$ cat src/hdl/epp_port_regs.svh
// register offsets, field positions, codes and timing for the parallel port
`ifndef EPP_PORT_REGS_SVH
`define EPP_PORT_REGS_SVH

`define EPP_OFF_DATA        3'h0
`define EPP_OFF_STATUS      3'h1
`define EPP_OFF_CTRL        3'h2
`define EPP_OFF_ADDR_WIN    3'h3
`define EPP_OFF_DATA_WIN0   3'h4
`define EPP_OFF_DATA_WIN3   3'h7

`define EPP_CTRL_STROBE     0
`define EPP_CTRL_LINE_FEED  1
`define EPP_CTRL_INIT       2
`define EPP_CTRL_SELECT     3
`define EPP_CTRL_IRQ_EN     4
`define EPP_CTRL_DIR        5
`define EPP_CTRL_WIDTH      6
`define EPP_CTRL_RESET      6'h00

`define EPP_STAT_TIMEOUT    0
`define EPP_STAT_ERROR      3
`define EPP_STAT_SELECT     4
`define EPP_STAT_PAPER_END  5
`define EPP_STAT_ACK        6
`define EPP_STAT_READY      7

`define EPP_BYTE_RESET      8'h00
`define EPP_BYTE_ABORT      8'hFF

`define EPP_MODE_PRINTER    2'h0
`define EPP_MODE_BIDIR      2'h1
`define EPP_MODE_EPP19      2'h2
`define EPP_MODE_EPP17      2'h3

`define EPP_LPC_START       4'h0
`define EPP_LPC_IO_READ     4'h0
`define EPP_LPC_IO_WRITE    4'h2
`define EPP_LPC_SYNC_READY  4'h0
`define EPP_LPC_SYNC_LONG   4'h6
`define EPP_LPC_TAR_LEVEL   4'hF
`define EPP_LPC_LAST_ADDR   2'h3
`define EPP_LPC_BASE_LSB    3

`define EPP_CLK_PERIOD_NS   40
`define EPP_WATCHDOG_NS     10000
`define EPP_WATCHDOG_CYCLES (`EPP_WATCHDOG_NS / `EPP_CLK_PERIOD_NS)
`define EPP_WD_WIDTH        8

`define EPP_SYNC_WIDTH      13

`endif

$ cat src/hdl/epp_pkg.sv
// types shared by the parallel port logic
`include "epp_port_regs.svh"

package epp_pkg;

  typedef enum logic [2:0] {
    LPC_IDLE,
    LPC_CYCTYPE,
    LPC_ADDR,
    LPC_WDATA,
    LPC_TAR_IN,
    LPC_SYNC,
    LPC_RDATA,
    LPC_TAR_OUT
  } epp_lpc_state_type;

  typedef enum logic [1:0] {
    CYC_IDLE,
    CYC_WAIT_LOW,
    CYC_SETUP,
    CYC_PHASE
  } epp_cyc_state_type;

  typedef struct packed {
    epp_lpc_state_type        lst;
    logic [1:0]               cnt;
    logic                     is_write;
    logic [15:0]              addr;
    logic [7:0]               wdata;
    logic [7:0]               rdata;
    logic [3:0]               ad_out;
    logic                     ad_oe_n;
    logic [7:0]               data_reg;
    logic [`EPP_CTRL_WIDTH-1:0] ctrl;
    logic [7:0]               addr_win;
    logic [7:0]               data_win;
    epp_cyc_state_type        est;
    logic                     epp_read;
    logic                     epp_addr;
    logic [`EPP_WD_WIDTH-1:0] wd;
    logic                     timeout;
    logic                     ack_prev;
    logic                     irq;
    logic [7:0]               pd_out;
    logic                     pd_oe_n;
    logic                     strobe_pin;
    logic                     line_feed_pin;
    logic                     init_pin;
    logic                     select_pin;
  } epp_state_type;

endpackage : epp_pkg

$ cat src/hdl/epp_pin_sync.sv
// two-stage synchroniser for the parallel port pin inputs
`timescale 1ns/1ns
`default_nettype none
`include "epp_port_regs.svh"

module epp_pin_sync (
  input  wire logic                       sys_clk,
  input  wire logic                       reset,
  input  wire logic [`EPP_SYNC_WIDTH-1:0] pins_in,
  output var  logic [`EPP_SYNC_WIDTH-1:0] pins_out
);

  logic [`EPP_SYNC_WIDTH-1:0] meta_q;

  // first stage feeds only the second stage
  always_ff @(posedge sys_clk or posedge reset)
  begin
    if (reset)
    begin
      meta_q   <= '0;
      pins_out <= '0;
    end
    else
    begin
      meta_q   <= pins_in;
      pins_out <= meta_q;
    end
  end

endmodule : epp_pin_sync

`default_nettype wire

$ cat src/hdl/epp_parallel_port_ctrl.sv
// parallel port with compatible, bidirectional and enhanced (1.9 / 1.7) handshakes behind LPC I/O
`timescale 1ns/1ns
`default_nettype none
`include "epp_port_regs.svh"

module epp_parallel_port_ctrl (
  input  wire logic        sys_clk,
  input  wire logic        reset,
  input  wire logic        lpc_frame_n,
  input  wire logic [3:0]  lpc_ad_in,
  output var  logic [3:0]  lpc_ad_out,
  output var  logic        lpc_ad_oe_n,
  input  wire logic [15:0] io_base,
  input  wire logic [1:0]  port_mode,
  input  wire logic        timeout_select,
  input  wire logic [7:0]  peripheral_byte_bus_in,
  output var  logic [7:0]  peripheral_byte_bus_out,
  output var  logic        peripheral_byte_bus_oe_n,
  input  wire logic        peripheral_hold_line,
  input  wire logic        peripheral_ack_line,
  input  wire logic        error_n_pin,
  input  wire logic        select_status_pin,
  input  wire logic        paper_end_pin,
  output var  logic        host_strobe_pin,
  output var  logic        line_feed_auto_pin,
  output var  logic        printer_initialize_line,
  output var  logic        select_printer_pin,
  output var  logic        port_irq
);

  epp_pkg::epp_state_type q;
  epp_pkg::epp_state_type n;

  logic [`EPP_SYNC_WIDTH-1:0] pins_raw;
  logic [`EPP_SYNC_WIDTH-1:0] pins_s;
  logic [7:0]                 pd_s;
  logic                       hold_s;
  logic                       ack_s;
  logic                       err_s;
  logic                       slct_s;
  logic                       pe_s;

  assign pins_raw = {peripheral_byte_bus_in, peripheral_hold_line, peripheral_ack_line,
                     error_n_pin, select_status_pin, paper_end_pin};

  epp_pin_sync u_sync (
    .sys_clk  (sys_clk),
    .reset    (reset),
    .pins_in  (pins_raw),
    .pins_out (pins_s)
  );

  assign pd_s   = pins_s[12:5];
  assign hold_s = pins_s[4];
  assign ack_s  = pins_s[3];
  assign err_s  = pins_s[2];
  assign slct_s = pins_s[1];
  assign pe_s   = pins_s[0];

  function automatic logic is_epp_mode(input logic [1:0] mode);
    is_epp_mode = (mode == `EPP_MODE_EPP19) || (mode == `EPP_MODE_EPP17);
  endfunction : is_epp_mode

  function automatic logic is_window(input logic [2:0] off);
    is_window = (off >= `EPP_OFF_ADDR_WIN);
  endfunction : is_window

  function automatic logic [7:0] status_byte(input logic tmo, input logic err, input logic slct,
                                             input logic pe, input logic ack, input logic hold);
    status_byte                     = 8'h00;
    status_byte[`EPP_STAT_TIMEOUT]  = tmo;
    status_byte[`EPP_STAT_ERROR]    = err;
    status_byte[`EPP_STAT_SELECT]   = slct;
    status_byte[`EPP_STAT_PAPER_END] = pe;
    status_byte[`EPP_STAT_ACK]      = ack;
    status_byte[`EPP_STAT_READY]    = ~hold;
  endfunction : status_byte

  logic       start_cyc;
  logic       start_addr;
  logic       start_rd;
  logic       hit;
  logic       in_cycle;
  logic       drive_bus;
  logic [2:0] off;

  always_comb
  begin
    n          = q;
    start_cyc  = 1'b0;
    start_addr = 1'b0;
    start_rd   = 1'b0;
    off        = q.addr[2:0];
    hit        = (q.addr[15:`EPP_LPC_BASE_LSB] == io_base[15:`EPP_LPC_BASE_LSB]) &&
                 (!is_window(off) || is_epp_mode(port_mode));

    // LPC target side
    case (q.lst)
      epp_pkg::LPC_IDLE:
      begin
        n.ad_oe_n = 1'b1;
      end
      epp_pkg::LPC_CYCTYPE:
      begin
        n.cnt = 2'h0;
        if (lpc_ad_in == `EPP_LPC_IO_READ)
        begin
          n.is_write = 1'b0;
          n.lst      = epp_pkg::LPC_ADDR;
        end
        else if (lpc_ad_in == `EPP_LPC_IO_WRITE)
        begin
          n.is_write = 1'b1;
          n.lst      = epp_pkg::LPC_ADDR;
        end
        else
        begin
          n.lst = epp_pkg::LPC_IDLE;
        end
      end
      epp_pkg::LPC_ADDR:
      begin
        n.addr = {q.addr[11:0], lpc_ad_in};
        n.cnt  = q.cnt + 2'h1;
        if (q.cnt == `EPP_LPC_LAST_ADDR)
        begin
          n.cnt = 2'h0;
          n.lst = q.is_write ? epp_pkg::LPC_WDATA : epp_pkg::LPC_TAR_IN;
        end
      end
      epp_pkg::LPC_WDATA:
      begin
        n.cnt = q.cnt + 2'h1;
        if (q.cnt == 2'h0)
        begin
          n.wdata[3:0] = lpc_ad_in;
        end
        else
        begin
          n.wdata[7:4] = lpc_ad_in;
          n.cnt        = 2'h0;
          n.lst        = epp_pkg::LPC_TAR_IN;
        end
      end
      epp_pkg::LPC_TAR_IN:
      begin
        n.cnt = q.cnt + 2'h1;
        if (q.cnt != 2'h0)
        begin
          n.cnt = 2'h0;
          if (!hit)
          begin
            // unclaimed address: no sync, host sees an abort
            n.lst = epp_pkg::LPC_IDLE;
          end
          else
          begin
            n.lst     = epp_pkg::LPC_SYNC;
            n.ad_oe_n = 1'b0;
            n.ad_out  = is_window(off) ? `EPP_LPC_SYNC_LONG : `EPP_LPC_SYNC_READY;
            if (is_window(off))
            begin
              start_cyc  = 1'b1;
              start_addr = (off == `EPP_OFF_ADDR_WIN);
              start_rd   = !q.is_write;
              if (q.is_write && start_addr)
              begin
                n.addr_win = q.wdata;
              end
              else if (q.is_write)
              begin
                n.data_win = q.wdata;
              end
            end
            else if (q.is_write)
            begin
              case (off)
                `EPP_OFF_DATA:   n.data_reg = q.wdata;
                `EPP_OFF_CTRL:   n.ctrl = q.wdata[`EPP_CTRL_WIDTH-1:0];
                `EPP_OFF_STATUS:
                begin
                  if (timeout_select && q.wdata[`EPP_STAT_TIMEOUT])
                  begin
                    n.timeout = 1'b0;
                  end
                end
                default:         n.data_reg = q.data_reg;
              endcase
            end
            else
            begin
              case (off)
                `EPP_OFF_DATA:   n.rdata = pd_s;
                `EPP_OFF_STATUS: n.rdata = status_byte(q.timeout, err_s, slct_s, pe_s, ack_s, hold_s);
                `EPP_OFF_CTRL:   n.rdata = {{(8-`EPP_CTRL_WIDTH){1'b0}}, q.ctrl};
                default:         n.rdata = `EPP_BYTE_ABORT;
              endcase
            end
          end
        end
      end
      epp_pkg::LPC_SYNC:
      begin
        if (q.ad_out == `EPP_LPC_SYNC_READY)
        begin
          n.cnt    = 2'h0;
          n.lst    = q.is_write ? epp_pkg::LPC_TAR_OUT : epp_pkg::LPC_RDATA;
          n.ad_out = q.is_write ? `EPP_LPC_TAR_LEVEL : q.rdata[3:0];
        end
        else
        begin
          // long waits stretch the host cycle until the handshake is over
          n.ad_out = (q.est == epp_pkg::CYC_IDLE) ? `EPP_LPC_SYNC_READY : `EPP_LPC_SYNC_LONG;
        end
      end
      epp_pkg::LPC_RDATA:
      begin
        n.cnt    = 2'h1;
        n.ad_out = q.rdata[7:4];
        if (q.cnt != 2'h0)
        begin
          n.cnt    = 2'h0;
          n.lst    = epp_pkg::LPC_TAR_OUT;
          n.ad_out = `EPP_LPC_TAR_LEVEL;
        end
      end
      epp_pkg::LPC_TAR_OUT:
      begin
        n.cnt     = 2'h1;
        n.ad_oe_n = 1'b1;
        if (q.cnt != 2'h0)
        begin
          n.lst = epp_pkg::LPC_IDLE;
          if (!q.is_write && off == `EPP_OFF_STATUS)
          begin
            n.irq = 1'b0;
            if (!timeout_select)
            begin
              n.timeout = 1'b0;
            end
          end
        end
      end
      default:
      begin
        n.lst = epp_pkg::LPC_IDLE;
      end
    endcase

    // a frame start restarts the decoder from anywhere
    if (!lpc_frame_n)
    begin
      n.lst     = (lpc_ad_in == `EPP_LPC_START) ? epp_pkg::LPC_CYCTYPE : epp_pkg::LPC_IDLE;
      n.ad_oe_n = 1'b1;
    end

    // enhanced handshake engine
    n.wd = q.wd + 8'h01;
    case (q.est)
      epp_pkg::CYC_IDLE:
      begin
        n.wd = '0;
        if (start_cyc)
        begin
          n.epp_addr = start_addr;
          // a set direction bit, with the strobe bit clear, turns a write into a read, silently
          n.epp_read = start_rd || (q.ctrl[`EPP_CTRL_DIR] && !q.ctrl[`EPP_CTRL_STROBE]);
          n.est      = (port_mode == `EPP_MODE_EPP19 && hold_s) ? epp_pkg::CYC_WAIT_LOW
                                                                 : epp_pkg::CYC_SETUP;
        end
      end
      epp_pkg::CYC_WAIT_LOW:
      begin
        if (!hold_s)
        begin
          n.est = epp_pkg::CYC_SETUP;
        end
      end
      epp_pkg::CYC_SETUP:
      begin
        n.est = epp_pkg::CYC_PHASE;
      end
      epp_pkg::CYC_PHASE:
      begin
        if (hold_s)
        begin
          n.est = epp_pkg::CYC_IDLE;
          if (q.epp_read)
          begin
            n.rdata = pd_s;
          end
        end
      end
      default:
      begin
        n.est = epp_pkg::CYC_IDLE;
      end
    endcase
    // one count serves both variants; only the start of the wait differs
    if (q.est != epp_pkg::CYC_IDLE && q.wd == 8'(`EPP_WATCHDOG_CYCLES))
    begin
      n.est     = epp_pkg::CYC_IDLE;
      n.timeout = 1'b1;
      if (q.epp_read)
      begin
        n.rdata = `EPP_BYTE_ABORT;
      end
    end

    // acknowledge interrupt; the set beats a same-cycle status-read clear, but a clear enable bit beats the set
    n.ack_prev = ack_s;
    if (!q.ctrl[`EPP_CTRL_IRQ_EN])
    begin
      n.irq = 1'b0;
    end
    else if (ack_s && !q.ack_prev)
    begin
      n.irq = 1'b1;
    end

    // pins
    in_cycle = (n.est == epp_pkg::CYC_SETUP) || (n.est == epp_pkg::CYC_PHASE);
    if (in_cycle)
    begin
      drive_bus       = !n.epp_read || n.ctrl[`EPP_CTRL_STROBE];
      n.strobe_pin    = !drive_bus;
      n.line_feed_pin = !(n.est == epp_pkg::CYC_PHASE && !n.epp_addr);
      n.select_pin    = !(n.est == epp_pkg::CYC_PHASE && n.epp_addr);
      n.pd_out        = n.epp_addr ? n.addr_win : n.data_win;
    end
    else
    begin
      drive_bus       = (port_mode == `EPP_MODE_PRINTER) || !n.ctrl[`EPP_CTRL_DIR];
      n.strobe_pin    = ~n.ctrl[`EPP_CTRL_STROBE];
      n.line_feed_pin = ~n.ctrl[`EPP_CTRL_LINE_FEED];
      n.select_pin    = ~n.ctrl[`EPP_CTRL_SELECT];
      n.pd_out        = n.data_reg;
    end
    n.init_pin = n.ctrl[`EPP_CTRL_INIT];
    n.pd_oe_n  = !drive_bus;
  end

  always_ff @(posedge sys_clk or posedge reset)
  begin
    if (reset)
    begin
      q               <= '0;
      q.lst           <= epp_pkg::LPC_IDLE;
      q.est           <= epp_pkg::CYC_IDLE;
      q.ad_oe_n       <= 1'b1;
      q.ctrl          <= `EPP_CTRL_RESET;
      q.data_reg      <= `EPP_BYTE_RESET;
      q.addr_win      <= `EPP_BYTE_RESET;
      q.data_win      <= `EPP_BYTE_RESET;
      q.timeout       <= 1'b0;
      q.pd_oe_n       <= 1'b0;
      q.strobe_pin    <= 1'b1;
      q.line_feed_pin <= 1'b1;
      q.select_pin    <= 1'b1;
    end
    else
    begin
      q <= n;
    end
  end

  assign lpc_ad_out               = q.ad_out;
  assign lpc_ad_oe_n              = q.ad_oe_n;
  assign peripheral_byte_bus_out  = q.pd_out;
  assign peripheral_byte_bus_oe_n = q.pd_oe_n;
  assign host_strobe_pin          = q.strobe_pin;
  assign line_feed_auto_pin       = q.line_feed_pin;
  assign printer_initialize_line  = q.init_pin;
  assign select_printer_pin       = q.select_pin;
  assign port_irq                 = q.irq;

endmodule : epp_parallel_port_ctrl

`default_nettype wire

$ cat config.mk
export PLATFORM = sky130hd
export DESIGN_NAME = epp_parallel_port_ctrl
export DESIGN_NICKNAME = d
export VERILOG_FILES = /design/src/hdl/epp_pkg.sv /design/src/hdl/epp_pin_sync.sv /design/src/hdl/epp_parallel_port_ctrl.sv
export VERILOG_INCLUDE_DIRS = /design/src /design/src/hdl
export SDC_FILE = /design/constraint.sdc
export NUM_CORES = 1
export LEC_CHECK = 0
export BUFFER_PORTS_ARGS = -buffer_cell sky130_fd_sc_hd__buf_2
export CAP_MARGIN = 20
export CORE_ASPECT_RATIO = 1.1
export CORE_UTILIZATION = 53
export DETAILED_ROUTE_END_ITERATION = 10
export MAX_ROUTING_LAYER = met4
export PLACE_DENSITY = 0.76
export SLEW_MARGIN = 20
export SYNTH_ARGS = -nofsm -noshare
export SYNTH_HDL_FRONTEND = slang
export SYNTH_HIERARCHICAL = 1
export SYNTH_SLANG_ARGS = --single-unit
$ cat constraint.sdc
create_clock -name sys_clk -period 2.84 [get_ports sys_clk]
set_input_delay 0.426 -clock sys_clk [delete_from_list [all_inputs] [get_ports sys_clk]]
set_output_delay 0.426 -clock sys_clk [all_outputs]
set_load 0.01 [all_outputs]
==> results.rst <==
.. list-table::
   :header-rows: 1

   * - Metric
     - Value
   * - Result of the run
     - finished clean
   * - Total grt overflow
     - 0
   * - Number of nets in the final layout
     - 601
   * - VDD IR-drop max
     - 473 µV
   * - Number of fill cells in the layout
     - 800
   * - Pin count of the biggest net entering global routing
     - 65
   * - Master of the slowest instance on the critical path
     - or4_4
   * - Worst setup path category
     - reg -> reg
   * - Mux share of post-synthesis cell area
     - 12.3%
   * - Dominant cells by area after synthesis
     - dfrtp_1, mux2_2, a21oi_1, o21ai_0, dfstp_2
   * - Number of optimization iterations in the first detailed-route pass
     - 5
   * - Setup slack of the critical path after layout
     - 162 ps
   * - Inserted Clock Buffers
     - 17
   * - Crit path largest cell delay
     - 570 ps
   * - Starting DRT DRC Count
     - 290
   * - Arrival time of the worst setup path
     - 3010 ps
   * - Leading cell types in the layout, fill and taps excluded
     - dfrtp_1, buf_2, mux2_2
   * - Share of synthesized cell area in full adder, half adder and majority cells
     - 1.09%
   * - Number of cells produced by synthesis
     - 486
   * - Area share of xor/xnor cells in the synthesized design
     - 2.60%
   * - Floorplan row count
     - 39
   * - Core Region
     - 10,400 µm²
   * - Number of placed I/O pins
     - 58
   * - Worst slack, placed
     - 100 ps
   * - Wire length of the first global-routing pass
     - 21,500 µm
   * - CP delay by family, top
     - simple AND/OR/NAND/NOR gates
   * - Number of flip-flops and latches in the synthesized netlist
     - 126
   * - Total DRC errors in the routed layout
     - 0
   * - Most common library cell in the layout ignoring fill and taps
     - dfrtp_1
   * - Gr usage total
     - 26.5%
   * - Hold Slack
     - 113 ps
   * - Bufs and invs on worst path
     - 0
   * - Largest family of logic cells by synthesized area
     - compound AO/OA/AOI/OAI gates
   * - Fin Clk Skew
     - 5.25 ps
   * - Antenna Violating Nets Remaining
     - 0
   * - Sequential cell area fraction in the yosys report
     - 55.2%
   * - Minimum period implied by the final worst setup slack
     - 2680 ps
   * - Area fraction of the dominant cell type after synthesis
     - 53.4%
   * - Cell variety after synth
     - 57
   * - Post-synth top flop
     - dfrtp_1
   * - Max-slew violation count
     - 0
   * - Area growth from synthesis to layout
     - 19.4%
   * - Largest area contributor in the synthesized netlist
     - dfrtp_1
   * - Category of the worst setup path capture point
     - flip-flop
   * - Final count of negative-setup-slack endpoints
     - 0
   * - Total nets after synthesis
     - 530
   * - Ys Warns
     - 6
   * - Min-Delay Path Class
     - in -> reg
   * - Number of clock sinks
     - 126
   * - Sequence of cells on the critical path
     - a21o_4, nor2b_4, or4_4, nor4_4, or2_1, o221ai_1, o2bb2ai_1
   * - Share of the synthesized area in compound gates (AO/OA/AOI/OAI)
     - 12.3%
   * - Clock transition at the registers of the reported paths
     - 60 ps
   * - Cell area after synthesis
     - 5720 µm²
   * - WL/cell
     - 18.2 µm
   * - Synth Area per Inst
     - 11.8 µm²
   * - Final Hold Violating Endpoints
     - 0
   * - Max capacitance violation total
     - 0
   * - Routability-driven placement congestion ratio
     - 0.898
   * - Number of antenna violations at the first check in global routing
     - 0
   * - Summed area of non-filler cells in the final layout
     - 6830 µm²
   * - Vias
     - 4,143
   * - Number of buffers inserted by port buffering
     - 54
   * - Full die area
     - 11,200 µm²
   * - Width of the chip
     - 101 µm
   * - Leakage power
     - 3.30 nW
   * - Diodes inserted
     - 0
   * - Worst-skew pair later-pin latency
     - 420 ps
   * - Setup TNS
     - 0 ps
   * - Vias/cell
     - 5.81
   * - Critical-path maximum fanout
     - 10
   * - Simple logic cell fraction of the synthesized area
     - 11.9%
   * - FFs w/ async S/R, synth
     - 100%
   * - CTS root buf
     - clkbuf_16
   * - Cell Count Post-Placement
     - 680
   * - Placed inst area
     - 6230 µm²
   * - Maximum count of clock buffers along a single path
     - 2
   * - Starting density of the core
     - 54.7%
   * - Post-detailed-routing wire length
     - 13,000 µm
   * - RSZ-0062 raised after global routing
     - no
   * - Dpl hpwl
     - 8920 µm
   * - Required time of the critical path
     - 3170 ps
   * - Remaining max-slew budget at the tightest pin
     - 38.8%
   * - CTS tree
     - yes
   * - Post-CTS Repair Setup Buffers
     - 0
   * - Launching element type of the critical path
     - flip-flop
   * - Via count of the first global-routing pass
     - 4,277
   * - Height of the chip
     - 111 µm
   * - Number of synthesized flops with an enable pin
     - 0
   * - Total power per unit cell area
     - 770 nW/µm²
   * - Minimum setup slack among reg-to-reg paths
     - 160 ps
   * - Fraction of final layout cells sized beyond drive strength 1
     - 31.9%
   * - H-tree levels
     - 4
   * - Actual transition at the worst max-transition pin
     - 917 ps
   * - Share of the clock period used by the worst path
     - 94.3%
   * - Layout Cells excl Fill
     - 713
   * - Max frequency
     - 0.373 GHz
## area by class of cell
| type | count | area, µm² | area share [%] |
|---|---|---|---|
| clock inverters | 11 | 116 | 1.70 |
| clock buffers | 21 | 460 | 6.74 |
| flip-flops and latches | 126 | 3160 | 46.3 |
| inverters | 23 | 90.1 | 1.32 |
| multi-input cells | 306 | 2310 | 33.8 |
| repair buffers | 83 | 515 | 7.55 |
| well taps | 143 | 179 | 2.62 |
## report_power, final
| part | switching (mW) | internal (mW) | total, mW |
|---|---|---|---|
| combinational | 0.546 | 0.396 | 0.942 |
| sequential | 0.208 | 2.02 | 2.23 |
| clock | 0.760 | 1.33 | 2.09 |
## cell usage after synthesis, drive strengths merged (3+ instances only)
cell type  count
a31oi          3
o221ai        10
nand2         23
nor2          21
nand2b         8
buf           15
a22o           4
dfstp          4
o21ai         27
and2           5
nand3          9
nor4           4
or3            9
o2bb2ai        8
ha             5
or4            4
nor3b          4
o31a           3
a22oi          3
dfrtp        122
nand4          7
xor2          10
nor3           5
mux2i          9
mux2          54
xnor2          7
inv           23
clkbuf        16
nor2b         10
a21oi         30
o31ai          3
## per-stage QoR
step,utilization [%],power [mW]
finish,65.4,5.26
global route,65.4,5.48
CTS,65.3,5.27
detailed placement,59.7,3.17
global placement,59.7,3.11
floorplan,-,2.81
## cells by family (layout without fill, tap and decap cells)
group           Yosys count  after routing
fa+ha+maj                 5              5
compound gates          106            106
mux                      63             63
flops                   126            126
buf+inv                  54            138
simple gates            115            115
xor+xnor                 17             17
## what timing repair did
item,CTS,global route
resized for setup,0,1
endpoints found under the setup margin,0,7
hold buffers,1,0
endpoints found under the hold margin,8,0
## state kept, by name, summed over array words and instances, names as in the netlist
name                      count
q                            79
off                           3
lpc_ad_oe_n                   1
peripheral_byte_bus_out       8
port_irq                      1
peripheral_byte_bus_oe_n      1
u_sync/meta_q                13
lpc_ad_out                    4
u_sync/pins_out              13
host_strobe_pin               1
line_feed_auto_pin            1
select_printer_pin            1
## layer usage
metal	global-route usage, %	up-vias	routed length [µm]
li1	-	1874	-
met4	11.2	0	363
met5	-	-	0
met1	33.3	2071	5400
met2	40.3	166	6420
met3	7.25	32	778
## worst paths after layout
path / startpoint / endpoint / cells past startpoint
hold reg to reg: u_sync/meta_q[11] / u_sync/pins_out[11] / 0
setup / recovery: off[1] / peripheral_byte_bus_out[5] / 7
setup reg to reg: off[1] / peripheral_byte_bus_out[5] / 7
hold / removal: select_status_pin / u_sync/meta_q[1] / 1
max in group asynchronous: reset / u_sync/meta_q[10] / 3
min in group asynchronous: reset / q[93] / 3
No activity file was read; power rests on OpenSTA's default activity.
